--- config.mk ---
export PLATFORM = sky130hd
export DESIGN_NAME = pic_ops_top
export DESIGN_NICKNAME = d
export VERILOG_FILES = /design/src/pic_ops_pkg.sv /design/src/pic_ops_resolver.sv /design/src/pic_ops_sync.sv /design/src/pic_ops_top.sv
export VERILOG_INCLUDE_DIRS = /design/src
export SDC_FILE = /design/constraint.sdc
export NUM_CORES = 1
export LEC_CHECK = 0
export ABC_CLOCK_PERIOD_IN_PS = 9500
export BUFFER_PORTS_ARGS = -buffer_cell sky130_fd_sc_hd__buf_2
export CORE_ASPECT_RATIO = 1.75
export CORE_UTILIZATION = 55
export CTS_CLUSTER_DIAMETER = 30
export DETAILED_ROUTE_END_ITERATION = 6
export MAX_ROUTING_LAYER = met4
export PLACE_DENSITY = 0.77
export SLEW_MARGIN = 20
export SYNTH_ARGS = -nofsm -noshare
export SYNTH_HDL_FRONTEND = slang
export SYNTH_HIERARCHICAL = 1
export SYNTH_SLANG_ARGS = --single-unit
--- constraint.sdc ---
create_clock -name clock_in -period 9.5 [get_ports clock_in]
set_input_delay 0.475 -clock clock_in [delete_from_list [all_inputs] [get_ports clock_in]]
set_output_delay 0.475 -clock clock_in [all_outputs]
set_load 0.05 [all_outputs]
--- src/pic_ops_defines.svh ---
`ifndef PIC_OPS_DEFINES_SVH
`define PIC_OPS_DEFINES_SVH
`define CMD_KIND_BIT 4
`define CMD_MODE_BIT 3
`define MODE_UNLOCK_BIT 6
`define MODE_SPECIAL_BIT 5
`define MODE_QUERY_BIT 2
`define MODE_READ_BIT 1
`define MODE_SERVICE_SEL_BIT 0
`define PRIO_ROTATE_BIT 7
`define PRIO_LEVEL_SEL_BIT 6
`define PRIO_DONE_BIT 5
`define POLL_VALID_BIT 7
`define MASK_RESET 8'h00
`define LOWEST_RESET 3'h7
`define ACK_LAST_8BIT 2'h2
`define ACK_LAST_16BIT 2'h1
`endif

--- src/pic_ops_pkg.sv ---
package pic_ops_pkg;
   typedef struct packed {
      logic [7:0] data;
      logic addr;
      logic rd;
      logic wr;
   } bus_req_s;
   typedef enum logic [1:0] {
      sel_request,
      sel_service
   } read_sel_e;
endpackage : pic_ops_pkg

--- src/pic_ops_resolver.sv ---
// finds the highest-priority set bit of a vector under rotated priority
module pic_ops_resolver #(
   parameter int WIDTH = 8
) (
   input wire logic [WIDTH-1:0] vec_in,
   input wire logic [2:0] lowest_in,
   output logic found_out,
   output logic [2:0] level_out
);
   initial begin
      if (WIDTH != 8) $error("resolver serves eight levels only");
   end
   always_comb begin
      logic [2:0] idx;
      idx = 3'h0;
      found_out = 1'b0;
      level_out = 3'h0;
      for (int i = 0; i < WIDTH; i++) begin
         // walk from lowest to highest priority so the last hit is the best
         idx = 3'(lowest_in - 3'(i));
         if (vec_in[idx]) begin
            found_out = 1'b1;
            level_out = idx;
         end
      end
   end
endmodule : pic_ops_resolver

--- src/pic_ops_sync.sv ---
// three-stage synchroniser; a change counts once stages two and three agree
module pic_ops_sync #(
   parameter int WIDTH = 8
) (
   input wire logic clock_in,
   input wire logic rst_in,
   input wire logic [WIDTH-1:0] async_in,
   output logic [WIDTH-1:0] sync_out
);
   logic [WIDTH-1:0] s1_reg;
   logic [WIDTH-1:0] s2_reg;
   logic [WIDTH-1:0] s3_reg;
   initial begin
      if (WIDTH < 1) $error("width must be positive");
   end
   always_ff @(posedge clock_in or posedge rst_in) begin
      if (rst_in) begin
         s1_reg <= '0;
         s2_reg <= '0;
         s3_reg <= '0;
         sync_out <= '0;
      end else begin
         s1_reg <= async_in;
         s2_reg <= s1_reg;
         s3_reg <= s2_reg;
         for (int i = 0; i < WIDTH; i++) begin
            if (s2_reg[i] == s3_reg[i]) sync_out[i] <= s3_reg[i];
         end
      end
   end
endmodule : pic_ops_sync

--- src/pic_ops_top.sv ---
`include "pic_ops_defines.svh"
module pic_ops_top (
   input wire logic clock_in,
   input wire logic rst_in,
   input wire logic chip_select_n_in,
   input wire logic read_n_in,
   input wire logic write_n_in,
   input wire logic addr_in,
   input wire logic [7:0] data_in,
   output logic [7:0] data_out,
   output logic data_oe_out,
   input wire logic [7:0] request_inputs_in,
   input wire logic acknowledge_strobe_n_in,
   input wire logic auto_service_done_in,
   input wire logic cpu16_mode_in,
   output logic interrupt_out,
   output logic special_mask_out
);
   // strobe and pin synchronisation
   logic [3:0] pins_sync;
   logic [7:0] req_sync;
   logic cs_s;
   logic rd_s;
   logic wr_s;
   logic ack_s;
   pic_ops_sync #(.WIDTH(4)) u_strobe_sync (
      .clock_in(clock_in),
      .rst_in(rst_in),
      .async_in({~chip_select_n_in, ~read_n_in, ~write_n_in, ~acknowledge_strobe_n_in}),
      .sync_out(pins_sync)
   );
   pic_ops_sync #(.WIDTH(8)) u_req_sync (
      .clock_in(clock_in),
      .rst_in(rst_in),
      .async_in(request_inputs_in),
      .sync_out(req_sync)
   );
   assign cs_s = pins_sync[3];
   assign rd_s = pins_sync[2];
   assign wr_s = pins_sync[1];
   assign ack_s = pins_sync[0];
   // data and address pass the same synchroniser depth as the strobes, so the
   // last synced write cycle still sees the data that stood at the pin's rise
   logic [8:0] data_sync;
   logic [7:0] data_reg;
   logic addr_reg;
   pic_ops_sync #(.WIDTH(9)) u_data_sync (
      .clock_in(clock_in),
      .rst_in(rst_in),
      .async_in({addr_in, data_in}),
      .sync_out(data_sync)
   );
   assign data_reg = data_sync[7:0];
   assign addr_reg = data_sync[8];
   logic rd_d_reg;
   logic wr_d_reg;
   logic ack_d_reg;
   always_ff @(posedge clock_in or posedge rst_in) begin
      if (rst_in) begin
         rd_d_reg <= 1'b0;
         wr_d_reg <= 1'b0;
         ack_d_reg <= 1'b0;
      end else begin
         rd_d_reg <= rd_s & cs_s;
         wr_d_reg <= wr_s & cs_s;
         ack_d_reg <= ack_s;
      end
   end
   pic_ops_pkg::bus_req_s bus;
   logic rd_start;
   logic wr_end;
   logic ack_start;
   logic ack_end;
   assign bus.data = data_reg;
   assign bus.addr = addr_reg;
   assign bus.rd = rd_s & cs_s;
   assign bus.wr = wr_s & cs_s;
   assign rd_start = bus.rd & ~rd_d_reg;
   // commands take effect at the trailing edge of the write strobe
   assign wr_end = ~bus.wr & wr_d_reg;
   assign ack_start = ack_s & ~ack_d_reg;
   assign ack_end = ~ack_s & ack_d_reg;
   logic [7:0] cmd_reg;
   logic cmd_addr_reg;
   always_ff @(posedge clock_in or posedge rst_in) begin
      if (rst_in) begin
         cmd_reg <= 8'h00;
         cmd_addr_reg <= 1'b0;
      end else if (bus.wr) begin
         cmd_reg <= bus.data;
         cmd_addr_reg <= bus.addr;
      end
   end
   logic mask_wr;
   logic prio_wr;
   logic mode_wr;
   assign mask_wr = wr_end & cmd_addr_reg;
   assign prio_wr = wr_end & ~cmd_addr_reg & ~cmd_reg[`CMD_KIND_BIT] & ~cmd_reg[`CMD_MODE_BIT];
   assign mode_wr = wr_end & ~cmd_addr_reg & ~cmd_reg[`CMD_KIND_BIT]
      & cmd_reg[`CMD_MODE_BIT];
   logic rotate;
   logic level_sel;
   logic done;
   logic [2:0] level_code;
   assign rotate = cmd_reg[`PRIO_ROTATE_BIT];
   assign level_sel = cmd_reg[`PRIO_LEVEL_SEL_BIT];
   assign done = cmd_reg[`PRIO_DONE_BIT];
   assign level_code = cmd_reg[2:0];
   // registers
   logic [7:0] channel_mask_register;
   logic [7:0] pending_request_register;
   logic [7:0] in_service_register;
   logic [2:0] lowest_reg;
   logic special_mask_reg;
   logic rotate_auto_reg;
   logic query_reg;
   pic_ops_pkg::read_sel_e read_sel_reg;
   always_ff @(posedge clock_in or posedge rst_in) begin
      if (rst_in) channel_mask_register <= `MASK_RESET;
      else if (mask_wr) channel_mask_register <= cmd_reg;
   end
   always_ff @(posedge clock_in or posedge rst_in) begin
      if (rst_in) special_mask_reg <= 1'b0;
      else if (mode_wr && cmd_reg[`MODE_UNLOCK_BIT])
         special_mask_reg <= cmd_reg[`MODE_SPECIAL_BIT];
   end
   always_ff @(posedge clock_in or posedge rst_in) begin
      if (rst_in) read_sel_reg <= pic_ops_pkg::sel_request;
      else if (mode_wr && cmd_reg[`MODE_READ_BIT]) begin
         read_sel_reg <= cmd_reg[`MODE_SERVICE_SEL_BIT] ? pic_ops_pkg::sel_service
            : pic_ops_pkg::sel_request;
      end
   end
   // priority resolution
   logic [7:0] enabled_req;
   logic req_found;
   logic [2:0] req_level;
   logic svc_found;
   logic [2:0] svc_level;
   logic [7:0] svc_view;
   logic done_found;
   logic [2:0] done_level;
   assign enabled_req = pending_request_register & ~channel_mask_register;
   // under special masking, masked service bits neither inhibit nor get cleared by a non-specific or automatic end
   assign svc_view = special_mask_reg ? (in_service_register & ~channel_mask_register)
      : in_service_register;
   pic_ops_resolver #(.WIDTH(8)) u_req_res (
      .vec_in(enabled_req),
      .lowest_in(lowest_reg),
      .found_out(req_found),
      .level_out(req_level)
   );
   pic_ops_resolver #(.WIDTH(8)) u_svc_res (
      .vec_in(svc_view),
      .lowest_in(lowest_reg),
      .found_out(svc_found),
      .level_out(svc_level)
   );
   pic_ops_resolver #(.WIDTH(8)) u_done_res (
      .vec_in(svc_view),
      .lowest_in(lowest_reg),
      .found_out(done_found),
      .level_out(done_level)
   );
   // rank: 0 is highest priority under the current rotation
   function automatic logic [2:0] rank(input logic [2:0] lvl, input logic [2:0] low);
      rank = 3'(lvl - low - 3'h1);
   endfunction : rank
   logic int_next;
   always_comb begin
      int_next = 1'b0;
      if (req_found) begin
         if (special_mask_reg) int_next = 1'b1;
         else if (!svc_found || rank(req_level, lowest_reg) < rank(svc_level, lowest_reg))
            int_next = 1'b1;
      end
   end
   // acknowledge sequence
   logic [1:0] ack_count_reg;
   logic [2:0] ack_level_reg;
   logic ack_valid_reg;
   logic [1:0] ack_last;
   logic last_ack_end;
   assign ack_last = cpu16_mode_in ? `ACK_LAST_16BIT : `ACK_LAST_8BIT;
   assign last_ack_end = ack_end && (ack_count_reg == ack_last);
   always_ff @(posedge clock_in or posedge rst_in) begin
      if (rst_in) ack_count_reg <= 2'h0;
      else if (last_ack_end) ack_count_reg <= 2'h0;
      else if (ack_end) ack_count_reg <= 2'(ack_count_reg + 2'h1);
   end
   logic poll_read;
   assign poll_read = rd_start && query_reg;
   always_ff @(posedge clock_in or posedge rst_in) begin
      if (rst_in) query_reg <= 1'b0;
      else if (mode_wr) query_reg <= cmd_reg[`MODE_QUERY_BIT];
      else if (poll_read) query_reg <= 1'b0;
   end
   logic take_ack;
   assign take_ack = (ack_start && ack_count_reg == 2'h0 && req_found) || (poll_read && req_found);
   always_ff @(posedge clock_in or posedge rst_in) begin
      if (rst_in) begin
         ack_level_reg <= 3'h0;
         ack_valid_reg <= 1'b0;
      end else if (take_ack) begin
         ack_level_reg <= req_level;
         ack_valid_reg <= 1'b1;
      end
   end
   // request capture; frozen while a query waits for its read
   logic [7:0] req_prev_reg;
   always_ff @(posedge clock_in or posedge rst_in) begin
      if (rst_in) req_prev_reg <= 8'h00;
      else req_prev_reg <= req_sync;
   end
   logic freeze;
   assign freeze = query_reg && !poll_read;
   always_ff @(posedge clock_in or posedge rst_in) begin
      if (rst_in) pending_request_register <= 8'h00;
      else begin
         for (int i = 0; i < 8; i++) begin
            if (take_ack && req_level == 3'(i))
               pending_request_register[i] <= 1'b0;
            else if (!freeze && req_sync[i] && !req_prev_reg[i])
               pending_request_register[i] <= 1'b1;
            else if (!freeze && !req_sync[i])
               pending_request_register[i] <= 1'b0;
         end
      end
   end
   logic auto_done;
   assign auto_done = last_ack_end && auto_service_done_in;
   always_ff @(posedge clock_in or posedge rst_in) begin
      if (rst_in) in_service_register <= 8'h00;
      else begin
         for (int i = 0; i < 8; i++) begin
            if (take_ack && req_level == 3'(i))
               in_service_register[i] <= 1'b1;
            else if (prio_wr && done && level_sel && level_code == 3'(i))
               in_service_register[i] <= 1'b0;
            else if (prio_wr && done && !level_sel && done_found && done_level == 3'(i))
               in_service_register[i] <= 1'b0;
            else if (auto_done && done_found && done_level == 3'(i))
               in_service_register[i] <= 1'b0;
         end
      end
   end
   always_ff @(posedge clock_in or posedge rst_in) begin
      if (rst_in) rotate_auto_reg <= 1'b0;
      else if (prio_wr && !level_sel && !done) rotate_auto_reg <= rotate;
   end
   always_ff @(posedge clock_in or posedge rst_in) begin
      if (rst_in) lowest_reg <= `LOWEST_RESET;
      else if (prio_wr && rotate && level_sel) lowest_reg <= level_code;
      else if (prio_wr && rotate && done && !level_sel && done_found)
         lowest_reg <= done_level;
      else if (auto_done && rotate_auto_reg && done_found) lowest_reg <= done_level;
   end
   // interrupt output and read data
   always_ff @(posedge clock_in or posedge rst_in) begin
      if (rst_in) interrupt_out <= 1'b0;
      else interrupt_out <= int_next;
   end
   assign special_mask_out = special_mask_reg;
   always_ff @(posedge clock_in or posedge rst_in) begin
      if (rst_in) begin
         data_out <= 8'h00;
         data_oe_out <= 1'b0;
      end else begin
         data_oe_out <= bus.rd;
         if (rd_start) begin
            if (query_reg) begin
               data_out <= 8'h00;
               data_out[`POLL_VALID_BIT] <= req_found;
               data_out[2:0] <= req_level;
            end else if (bus.addr) data_out <= channel_mask_register;
            else if (read_sel_reg == pic_ops_pkg::sel_service) data_out <= in_service_register;
            else data_out <= pending_request_register;
         end else if (ack_start && ack_count_reg != 2'h0 && ack_valid_reg) begin
            // minimal vector: level number; base formatting lives elsewhere
            data_out <= {5'h00, ack_level_reg};
         end
      end
   end
endmodule : pic_ops_top

==> impl_metrics.env, run 1 <==
export IMPL_ys_seq_area_share_pct=48.3
export IMPL_cts_tree="built"
export IMPL_postSynthNetCount=681
export IMPL_path_cells="inv_1, ha_1, mux4_2, mux2_2, a21oi_1, o21ai_0, a31oi_1, ha_1, inv_1, fa_1, xnor2_1, xnor2_1, ha_1, a21oi_1, o31a_1"
export IMPL_syn_inst=643
export IMPL_cts_buffers=17
export IMPL_die_area_sq_mm=0.0146
export IMPL_yosys_top_cells_area="dfrtp_1 47%, mux2_2 7.0%, mux4_2 7.0%, mux2i_1 3.2%, maj3_2 3.0%"
export IMPL_endpoint_kind="flip-flop"
export IMPL_coreArea_sq_mm=0.0138
export IMPL_r2r_slack_ns=4.46
export IMPL_netlist_area_sq_mm=0.00777
export IMPL_die_h_microns=159
export IMPL_post_dp_hpwl_mm=12.7
export IMPL_routed_top_layer="met4"
export IMPL_grt_pass1_vias=5672
export IMPL_status="complete, no violations"
export IMPL_synth_top_area_share_pct=47.3
export IMPL_critPathMostFrequentCell="ha_1"
export IMPL_hold_buffers=0
export IMPL_grt_max_degree=67
export IMPL_async_flop_share_pct=100
export IMPL_ios=36
export IMPL_worstPathMaxFanout=39
export IMPL_syn_to_final_growth_pct=10.4
export IMPL_drcViolationCount=0
export IMPL_critPathMaxStageDelay_ns=1.05
export IMPL_worst_skew_pair_late_latency_ns=0.41
export IMPL_whs_ns=0.161
export IMPL_synth_edf_count=0
export IMPL_cts_sinks=150
export IMPL_wl_met1_mm=6.67
export IMPL_setup_viol=0
export IMPL_ys_flop_type="dfrtp_1"
export IMPL_final_nets=712
export IMPL_wl_per_cell_microns=20.6
export IMPL_start_util_pct=56.2
export IMPL_cts_root_buf="clkbuf_16"
export IMPL_syn_area_per_cell_sq_um=12.1
export IMPL_routed_via_count=5429
export IMPL_skew_ns=0.00561
export IMPL_cts_resized=0
export IMPL_grt_use_total_pct=27.0
export IMPL_fin_crit_sh_pct=53.0
export IMPL_grt_pass1_wl_mm=29.4
export IMPL_drv_slew=0
export IMPL_cp_arrival_ns=5.32
export IMPL_clk_pin_slew_ns=0.06
export IMPL_htree_levels=4
export IMPL_crit_slowest_cell="dfstp_2"
export IMPL_clock_fmax_ghz=0.199
export IMPL_reg2reg_depth=15
export IMPL_postCtsSetupRepairBufs=0
export IMPL_yosys_warnings=6
export IMPL_io_buffers=35
export IMPL_min_path_type="input port to asynchronous set/reset pin"
export IMPL_worst_pin_slew_ns=0.985
export IMPL_hold_viol_final=0
export IMPL_die_w_microns=91.9
export IMPL_stdcell_area_sq_mm=0.00858
export IMPL_drive_gt1_share_pct=27.1
export IMPL_route_met3_wl_microns=584
export IMPL_rsz0062_at_grt="false"
export IMPL_required_ns=9.79
export IMPL_initialDrtViolationCount=289
export IMPL_grt_overflow_total=0
export IMPL_slew_headroom_pct=33.8
export IMPL_period_needed_ns=5.04
export IMPL_final_cells=864
export IMPL_ys_ff_latch=150
export IMPL_ant_nets=0
export IMPL_yosysTopAreaCell="dfrtp_1"
export IMPL_worst_r2r_endpoint="interrupt_out"
export IMPL_diodes=0
export IMPL_worstSetupStartpointType="flip-flop"
export IMPL_vias_per_cell=6.28
export IMPL_drv_cap=0
export IMPL_r2r_start="lowest_reg[1]"
export IMPL_wl_met2_mm=9.52
export IMPL_antenna_found_initial=0
export IMPL_critPathKind="flip-flop to flip-flop"
export IMPL_place_inst=832
export IMPL_setup_tns_ns=0
export IMPL_routabilityCongestion=0.945
export IMPL_clockBufferDepth=2
export IMPL_fp_row_count=57
export IMPL_dr_pass1_iters=5
export IMPL_place_area_sq_mm=0.00801
export IMPL_synth_cell_types=64
export IMPL_drt_total_wl_mm=17.8
[routing by layer]
layer  vias to the layer above  GRT usage (%)
li1                       2454              -
met1                      2720           29.7
met2                       189           46.2
met3                        66           3.82
met4                         0           15.3
met5                         -              -
[synthesized netlist by cell type, drive strengths merged (4+ instances only)]
cell type	n
dfrtp	147
mux2	54
nand2	38
inv	35
o21ai	35
mux2i	25
mux4	24
maj3	21
buf	18
a21oi	17
nor2	16
nand3	14
nand2b	12
or3	12
ha	11
o22ai	11
a211oi	10
a21boi	9
a31oi	9
clkbuf	9
nor2b	8
o221a	8
a22o	7
nor3	7
xor2	7
a221oi	6
o21bai	6
xnor2	6
nor3b	5
a21o	4
nor4	4
o211ai	4
o31ai	4
or2	4
[logic make-up after synthesis]
group	Yosys count	share of synthesized area, %
DFF	150	48.3
AOI/OAI and AO/OA	141	12.7
and+or+nand+nor	140	9.95
muxes	103	18.1
buffers and inverters	62	4.07
adders and majority gates	34	5.33
xor gates and xnor gates	13	1.47
[worst max-delay path by stage]
stage | cells past startpoint | slack (ns) | endpoint | from
CTS | 15 | 4.51 | interrupt_out | lowest_reg[1]
detailed placement | 15 | 4.54 | interrupt_out | lowest_reg[1]
global route | 15 | 4.22 | interrupt_out | lowest_reg[1]
global placement | 15 | 4.62 | interrupt_out | lowest_reg[1]
finish | 15 | 4.46 | interrupt_out | lowest_reg[1]
floorplan | 17 | 5.12 | interrupt_out | lowest_reg[1]
[through the flow]
step / setup slack, ns / util [%]
after floorplan: 5.12 / -
after global placement: 4.62 / 57.9
after detailed placement: 4.54 / 57.9
after CTS: 4.51 / 62.0
after global routing: 4.22 / 62.0
final: 4.46 / 62.0
[worst max-delay path: cells and delay by family, from the launching register on]
kind	cells	cell delay (ns)
adder cells (fa/ha/maj)	4	1.42
flip-flops	1	1.05
AO/OA/AOI/OAI	5	0.99
multiplexers	2	0.92
XOR/XNOR	2	0.31
buffers and inverters	2	0.19
[layout make-up]
type	instances	area (sq um)
Clock inverter	13	121
Fill cell	1085	5260
Inverter	35	131
Sequential cell	150	3760
Tap cell	177	221
Multi-Input combinational cell	431	3700
Clock buffer	19	443
Timing Repair Buffer	39	205
[placed cells by master, fill, tap and decap left out, types with 6 or more instances in the layout]
cell	instances
o221a_1	8
nand2_1	38
maj3_2	21
mux2_2	48
buf_2	35
a21oi_1	17
mux2i_1	25
nor2b_1	8
nand3_1	14
xor2_1	7
ha_1	11
a22o_1	7
nor2_1	16
xnor2_1	6
a211oi_1	10
a221oi_1	6
clkbuf_16	17
nor3_1	7
or3_1	9
a31oi_1	9
o21ai_0	33
o22ai_1	10
dfrtp_1	147
inv_1	33
a21boi_0	8
nand2b_1	12
mux4_2	24
Power of run 1 is left out: the tool's default activity adds up to more than one toggle a clock period on the data nets, which glitch-free logic cannot reach.
==> inputs of run 2 (changes only) <==
--- a/config.mk
+++ b/config.mk
@@ -6,7 +6,7 @@
 export SDC_FILE = /design/constraint.sdc
 export NUM_CORES = 1
 export LEC_CHECK = 0
-export ABC_CLOCK_PERIOD_IN_PS = 9500
+export ABC_CLOCK_PERIOD_IN_PS = 4660
 export BUFFER_PORTS_ARGS = -buffer_cell sky130_fd_sc_hd__buf_2
 export CORE_ASPECT_RATIO = 1.75
 export CORE_UTILIZATION = 55
==> constraint.sdc (replaced) <==
create_clock -name clock_in -period 4.66 [get_ports clock_in]
set_input_delay 0.233 -clock clock_in [delete_from_list [all_inputs] [get_ports clock_in]]
set_output_delay 0.233 -clock clock_in [all_outputs]
set_load 0.05 [all_outputs]
==> run 2 against run 1 <==
  * Register-to-register slack worse by 4.1 ns
  * Count of clock-buffer cells in the layout down 1
  * Critical path depth down 1
  * Largest cell class unchanged
  * Highest routed layer unchanged
==> impl_metrics.env, run 2 (same netlist as run 1, synthesis figures left out) <==
export IMPL_drv_slew=0
export IMPL_coreArea_sq_mm=0.0138
export IMPL_grt_overflow_total=0
export IMPL_powerDensity_mw_per_mm2=843
export IMPL_drt_total_wl_mm=18.3
export IMPL_ios=36
export IMPL_cts_tree="built"
export IMPL_dr_pass1_iters=7
export IMPL_slew_headroom_pct=27.2
export IMPL_routabilityCongestion=0.911
export IMPL_ir_worst_vdd_uv=719
export IMPL_initialDrtViolationCount=440
export IMPL_die_h_microns=159
export IMPL_whs_ns=0.185
export IMPL_setup_viol=0
export IMPL_grt_use_total_pct=27.1
export IMPL_post_dp_hpwl_mm=12.7
export IMPL_start_util_pct=56.2
export IMPL_setup_tns_ns=0
export IMPL_critPathKind="flip-flop to flip-flop"
export IMPL_crit_slowest_cell="a21boi_0"
export IMPL_worst_pin_slew_ns=1.08
export IMPL_worstSetupStartpointType="flip-flop"
export IMPL_fin_util_pct=64.3
export IMPL_clock_fmax_ghz=0.234
export IMPL_grt_pass1_wl_mm=29.5
export IMPL_diodes=0
export IMPL_status="complete, no violations"
export IMPL_die_area_sq_mm=0.0146
export IMPL_drive_gt1_share_pct=27.2
export IMPL_cts_sinks=150
export IMPL_place_area_sq_mm=0.00807
export IMPL_drcViolationCount=0
export IMPL_vias_per_cell=6.29
export IMPL_min_path_type="input port to flip-flop"
export IMPL_n_fill_cell=1053
export IMPL_die_w_microns=91.9
export IMPL_stdcell_area_sq_mm=0.00889
export IMPL_critPathMostFrequentCell="ha_1"
export IMPL_final_cell_mix="147 x dfrtp_1, 48 x mux2_2, 38 x nand2_1"
export IMPL_antenna_found_initial=0
export IMPL_path_cells="a21boi_0, mux4_2, or2_2, nor3b_1, o311ai_1, a31oi_1, ha_1, inv_1, fa_1, xor2_1, xnor2_1, ha_1, a21oi_1, o31a_1"
export IMPL_fp_row_count=57
export IMPL_worstPathMaxFanout=11
export IMPL_final_common_cell="dfrtp_1"
export IMPL_grt_pass1_vias=5878
export IMPL_routed_via_count=5626
export IMPL_drv_cap=0
export IMPL_skew_ns=0.0121
export IMPL_ant_nets=0
export IMPL_final_nets=742
export IMPL_grt_max_degree=67
export IMPL_fin_crit_sh_pct=91.6
export IMPL_htree_levels=4
export IMPL_io_buffers=35
export IMPL_critPathMaxStageDelay_ns=0.89
export IMPL_clockBufferDepth=2
export IMPL_required_ns=4.97
export IMPL_cts_resized=0
export IMPL_leakagePower_uw=0.00375
export IMPL_worst_skew_pair_late_latency_ns=0.42
export IMPL_wl_per_cell_microns=20.5
export IMPL_cts_buffers=17
export IMPL_endpoint_kind="flip-flop"
export IMPL_cts_root_buf="clkbuf_16"
export IMPL_rsz0062_at_grt="false"
export IMPL_period_needed_ns=4.27
export IMPL_clk_pin_slew_ns=0.07
export IMPL_hold_viol_final=0
export IMPL_syn_to_final_growth_pct=14.4
export IMPL_cp_arrival_ns=4.58
## run 2: cell count changes in the layout (fill, tap and decap cells not counted)
cell / delta
buf_4: +8
a21boi_0: -1
bufinv_16: +1
clkinv_2: -2
clkbuf_1: -1
clkinvlp_4: +2
a21boi_1: +1
inv_8: +2
dlygate4sd3_1: +22
clkinv_4: -2
## run 2: where the power goes
group	total (uW)	internal [uW]	switching [uW]	leakage, uW
logic	4270	1780	2480	0.00170
clock network	1390	817	572	0.000284
registers	1840	1560	285	0.00176
## run 2: worst max-delay path: cells and delay by family (launching register included)
kind	cells	cell delay, ns
and+or+nand+nor	2	0.46
xor gates and xnor gates	2	0.30
AOI/OAI and AO/OA	5	1.50
muxes	1	0.51
buffers and inverters	1	0.05
adders and majority gates	3	0.82
DFF	1	0.51
## run 2: final cells by class
type                    count  area, sq um  share of cell area, %
repair buffers             69          485                   5.46
clock inverters            14          161                   1.81
clock buffers              18          439                   4.94
inverters                  35          131                   1.48
multi-input cells         431         3700                   41.6
well taps                 177          221                   2.49
flip-flops and latches    150         3760                   42.2
## run 2: through the flow
stage	instances	total power [uW]	worst slack, ns
finish	894	7490	0.394
floorplan	643	4990	0.283
CTS	894	7450	0.433
detailed placement	840	6020	0.443
global placement	840	5910	0.571
global route	894	7950	0.219
## run 2: final timing paths
check	to	slack (ns)	start	cells past startpoint
setup / recovery	interrupt_out	0.39	special_mask_out	14
setup reg to reg	interrupt_out	0.39	special_mask_out	14
hold reg to reg	u_data_sync/s2_reg[5]	0.35	u_data_sync/s1_reg[5]	0
min in group asynchronous	u_strobe_sync/s1_reg[3]	0.47	rst_in	3
hold / removal	ack_count_reg[0]	0.18	cpu16_mode_in	3
max in group asynchronous	ack_count_reg[1]	3.45	rst_in	4
## run 2: routing by layer
layer	vias to the layer above	share of wire, %	global-route usage [%]
li1	2519	-	-
met1	2785	36	28.4
met2	254	54	46.7
met3	68	4.3	4.54
met4	0	5.5	16.5
met5	-	0	-
## run 2: what timing repair did
item                                   4_1_cts  5_1_grt
endpoints found under the hold margin       73        0
setup buffers                                0        0
hold buffers                                22        0
Power figures use the tool's default switching activity.
==> inputs of run 3 (changes only) <==
--- a/config.mk
+++ b/config.mk
@@ -10,6 +10,7 @@
 export BUFFER_PORTS_ARGS = -buffer_cell sky130_fd_sc_hd__buf_2
 export CORE_ASPECT_RATIO = 1.75
 export CORE_UTILIZATION = 55
+export CTS_BUF_LIST = sky130_fd_sc_hd__clkbuf_8
 export CTS_CLUSTER_DIAMETER = 30
 export DETAILED_ROUTE_END_ITERATION = 6
 export MAX_ROUTING_LAYER = met4
==> run 3 against run 2 <==
  * Sequential share of layout area increased by 0.93 points
  * Fmax decreased by 0.74%
  * Critical path depth unchanged
  * Via count about the same
  * Utilization decreased by 1.4 points
  * Highest routed layer unchanged
==> impl_metrics.env, run 3 (same netlist as run 1, synthesis figures left out) <==
export IMPL_status="complete, no violations"
export IMPL_drive_gt1_share_pct=27.2
export IMPL_worstSetupStartpointType="flip-flop"
export IMPL_start_util_pct=56.2
export IMPL_slew_headroom_pct=25.3
export IMPL_final_cell_mix="147 x dfrtp_1, 48 x mux2_2, 38 x nand2_1"
export IMPL_final_nets=742
export IMPL_crit_path_start="special_mask_out"
export IMPL_dr_pass1_iters=5
export IMPL_worst_skew_pair_late_latency_ns=0.45
export IMPL_grt_overflow_total=0
export IMPL_htree_levels=4
export IMPL_setup_viol=0
export IMPL_diodes=0
export IMPL_n_fill_cell=1091
export IMPL_setup_tns_ns=0
export IMPL_place_area_sq_mm=0.00807
export IMPL_coreArea_sq_mm=0.0138
export IMPL_initialDrtViolationCount=394
export IMPL_fin_util_pct=62.9
export IMPL_cts_resized=0
export IMPL_rsz0062_at_grt="false"
export IMPL_cts_buffers=17
export IMPL_grt_pass1_wl_mm=29.3
export IMPL_ios=36
export IMPL_endpoint_kind="flip-flop"
export IMPL_drt_total_wl_mm=18.0
export IMPL_die_h_microns=159
export IMPL_die_area_sq_mm=0.0146
export IMPL_ant_nets=0
export IMPL_drcViolationCount=0
export IMPL_routed_via_count=5622
export IMPL_io_buffers=35
export IMPL_grt_max_degree=67
export IMPL_fp_row_count=57
export IMPL_syn_to_final_growth_pct=12.0
export IMPL_routabilityCongestion=0.911
export IMPL_drv_slew=0
export IMPL_r2r_start="special_mask_out"
export IMPL_die_w_microns=91.9
export IMPL_reg2reg_depth=14
export IMPL_clock_fmax_ghz=0.233
export IMPL_cp_endpoint="interrupt_out"
export IMPL_period_needed_ns=4.30
export IMPL_worstPathMaxFanout=11
export IMPL_required_ns=5.00
export IMPL_antenna_found_initial=0
export IMPL_min_path_type="input port to flip-flop"
export IMPL_hold_viol_final=0
export IMPL_critPathKind="flip-flop to flip-flop"
export IMPL_final_common_cell="dfrtp_1"
export IMPL_skew_ns=0.0143
export IMPL_drv_cap=0
export IMPL_grt_use_total_pct=26.8
export IMPL_worst_pin_slew_ns=1.11
export IMPL_worst_r2r_endpoint="interrupt_out"
export IMPL_cts_sinks=150
export IMPL_fin_crit_sh_pct=92.2
export IMPL_grt_pass1_vias=5893
export IMPL_cts_root_buf="clkbuf_8"
export IMPL_wl_per_cell_microns=20.2
export IMPL_clk_pin_slew_ns=0.09
export IMPL_clockBufferDepth=2
export IMPL_cts_tree="built"
export IMPL_r2r_slack_ns=0.36
export IMPL_vias_per_cell=6.29
export IMPL_post_dp_hpwl_mm=12.7
export IMPL_stdcell_area_sq_mm=0.00870
export IMPL_cp_arrival_ns=4.64
run 3: critical path, cell delays in order (launching register included):
cell and delay (ns):
dfrtp_1 0.52, a21boi_0 0.91, mux4_2 0.52, or2_2 0.16, nor3b_1 0.30, o311ai_1 0.15
a31oi_1 0.17, ha_1 0.17, inv_1 0.05, fa_1 0.37, xor2_1 0.16, xnor2_1 0.15
ha_1 0.29, a21oi_1 0.06, o31a_1 0.23
run 3: how the worst min path moves through the flow:
stage	start	end	slack [ns]	depth (start not counted)
floorplan	rst_in	u_strobe_sync/s1_reg[0]	0.15	1
global placement	u_req_sync/s1_reg[4]	u_req_sync/s2_reg[4]	0.33	0
detailed placement	u_data_sync/s1_reg[5]	u_data_sync/s2_reg[5]	0.33	0
CTS	cpu16_mode_in	ack_count_reg[0]	0.15	3
global route	cpu16_mode_in	ack_count_reg[0]	0.17	3
finish	cpu16_mode_in	ack_count_reg[0]	0.16	3
run 3: layout make-up:
| class | count | area, sq um | area share [%] |
|---|---|---|---|
| Sequential cell | 150 | 3760 | 43.2 |
| Multi-Input combinational cell | 431 | 3700 | 42.5 |
| Timing Repair Buffer | 69 | 485 | 5.58 |
| Clock buffer | 18 | 248 | 2.85 |
| Tap cell | 177 | 221 | 2.54 |
| Clock inverter | 14 | 161 | 1.85 |
| Inverter | 35 | 131 | 1.51 |
run 3: what timing repair did:
action,in CTS,in global routing
hold buffers,22,0
endpoints found under the hold margin,73,0
setup buffers,0,0
run 3: per-layer routing:
layer / GRT usage, % / vias to the layer above / wire length [microns] / share of wire [%]
met4: 15.2 / 0 / 954 / 5.3
met2: 47.4 / 207 / 9850 / 55
met5: - / - / 0 / 0
li1: - / 2517 / - / -
met3: 4.63 / 66 / 767 / 4.3
met1: 27.5 / 2832 / 6450 / 36
run 3: stage by stage:
stage / hold slack (ns) / setup slack [ns] / cells
after floorplan: 0.147 / 0.283 / 643
after global placement: 0.332 / 0.571 / 840
after detailed placement: 0.335 / 0.443 / 840
after CTS: 0.147 / 0.432 / 894
after global routing: 0.171 / 0.219 / 894
final: 0.158 / 0.362 / 894
Power of run 3 is left out for the same reason.
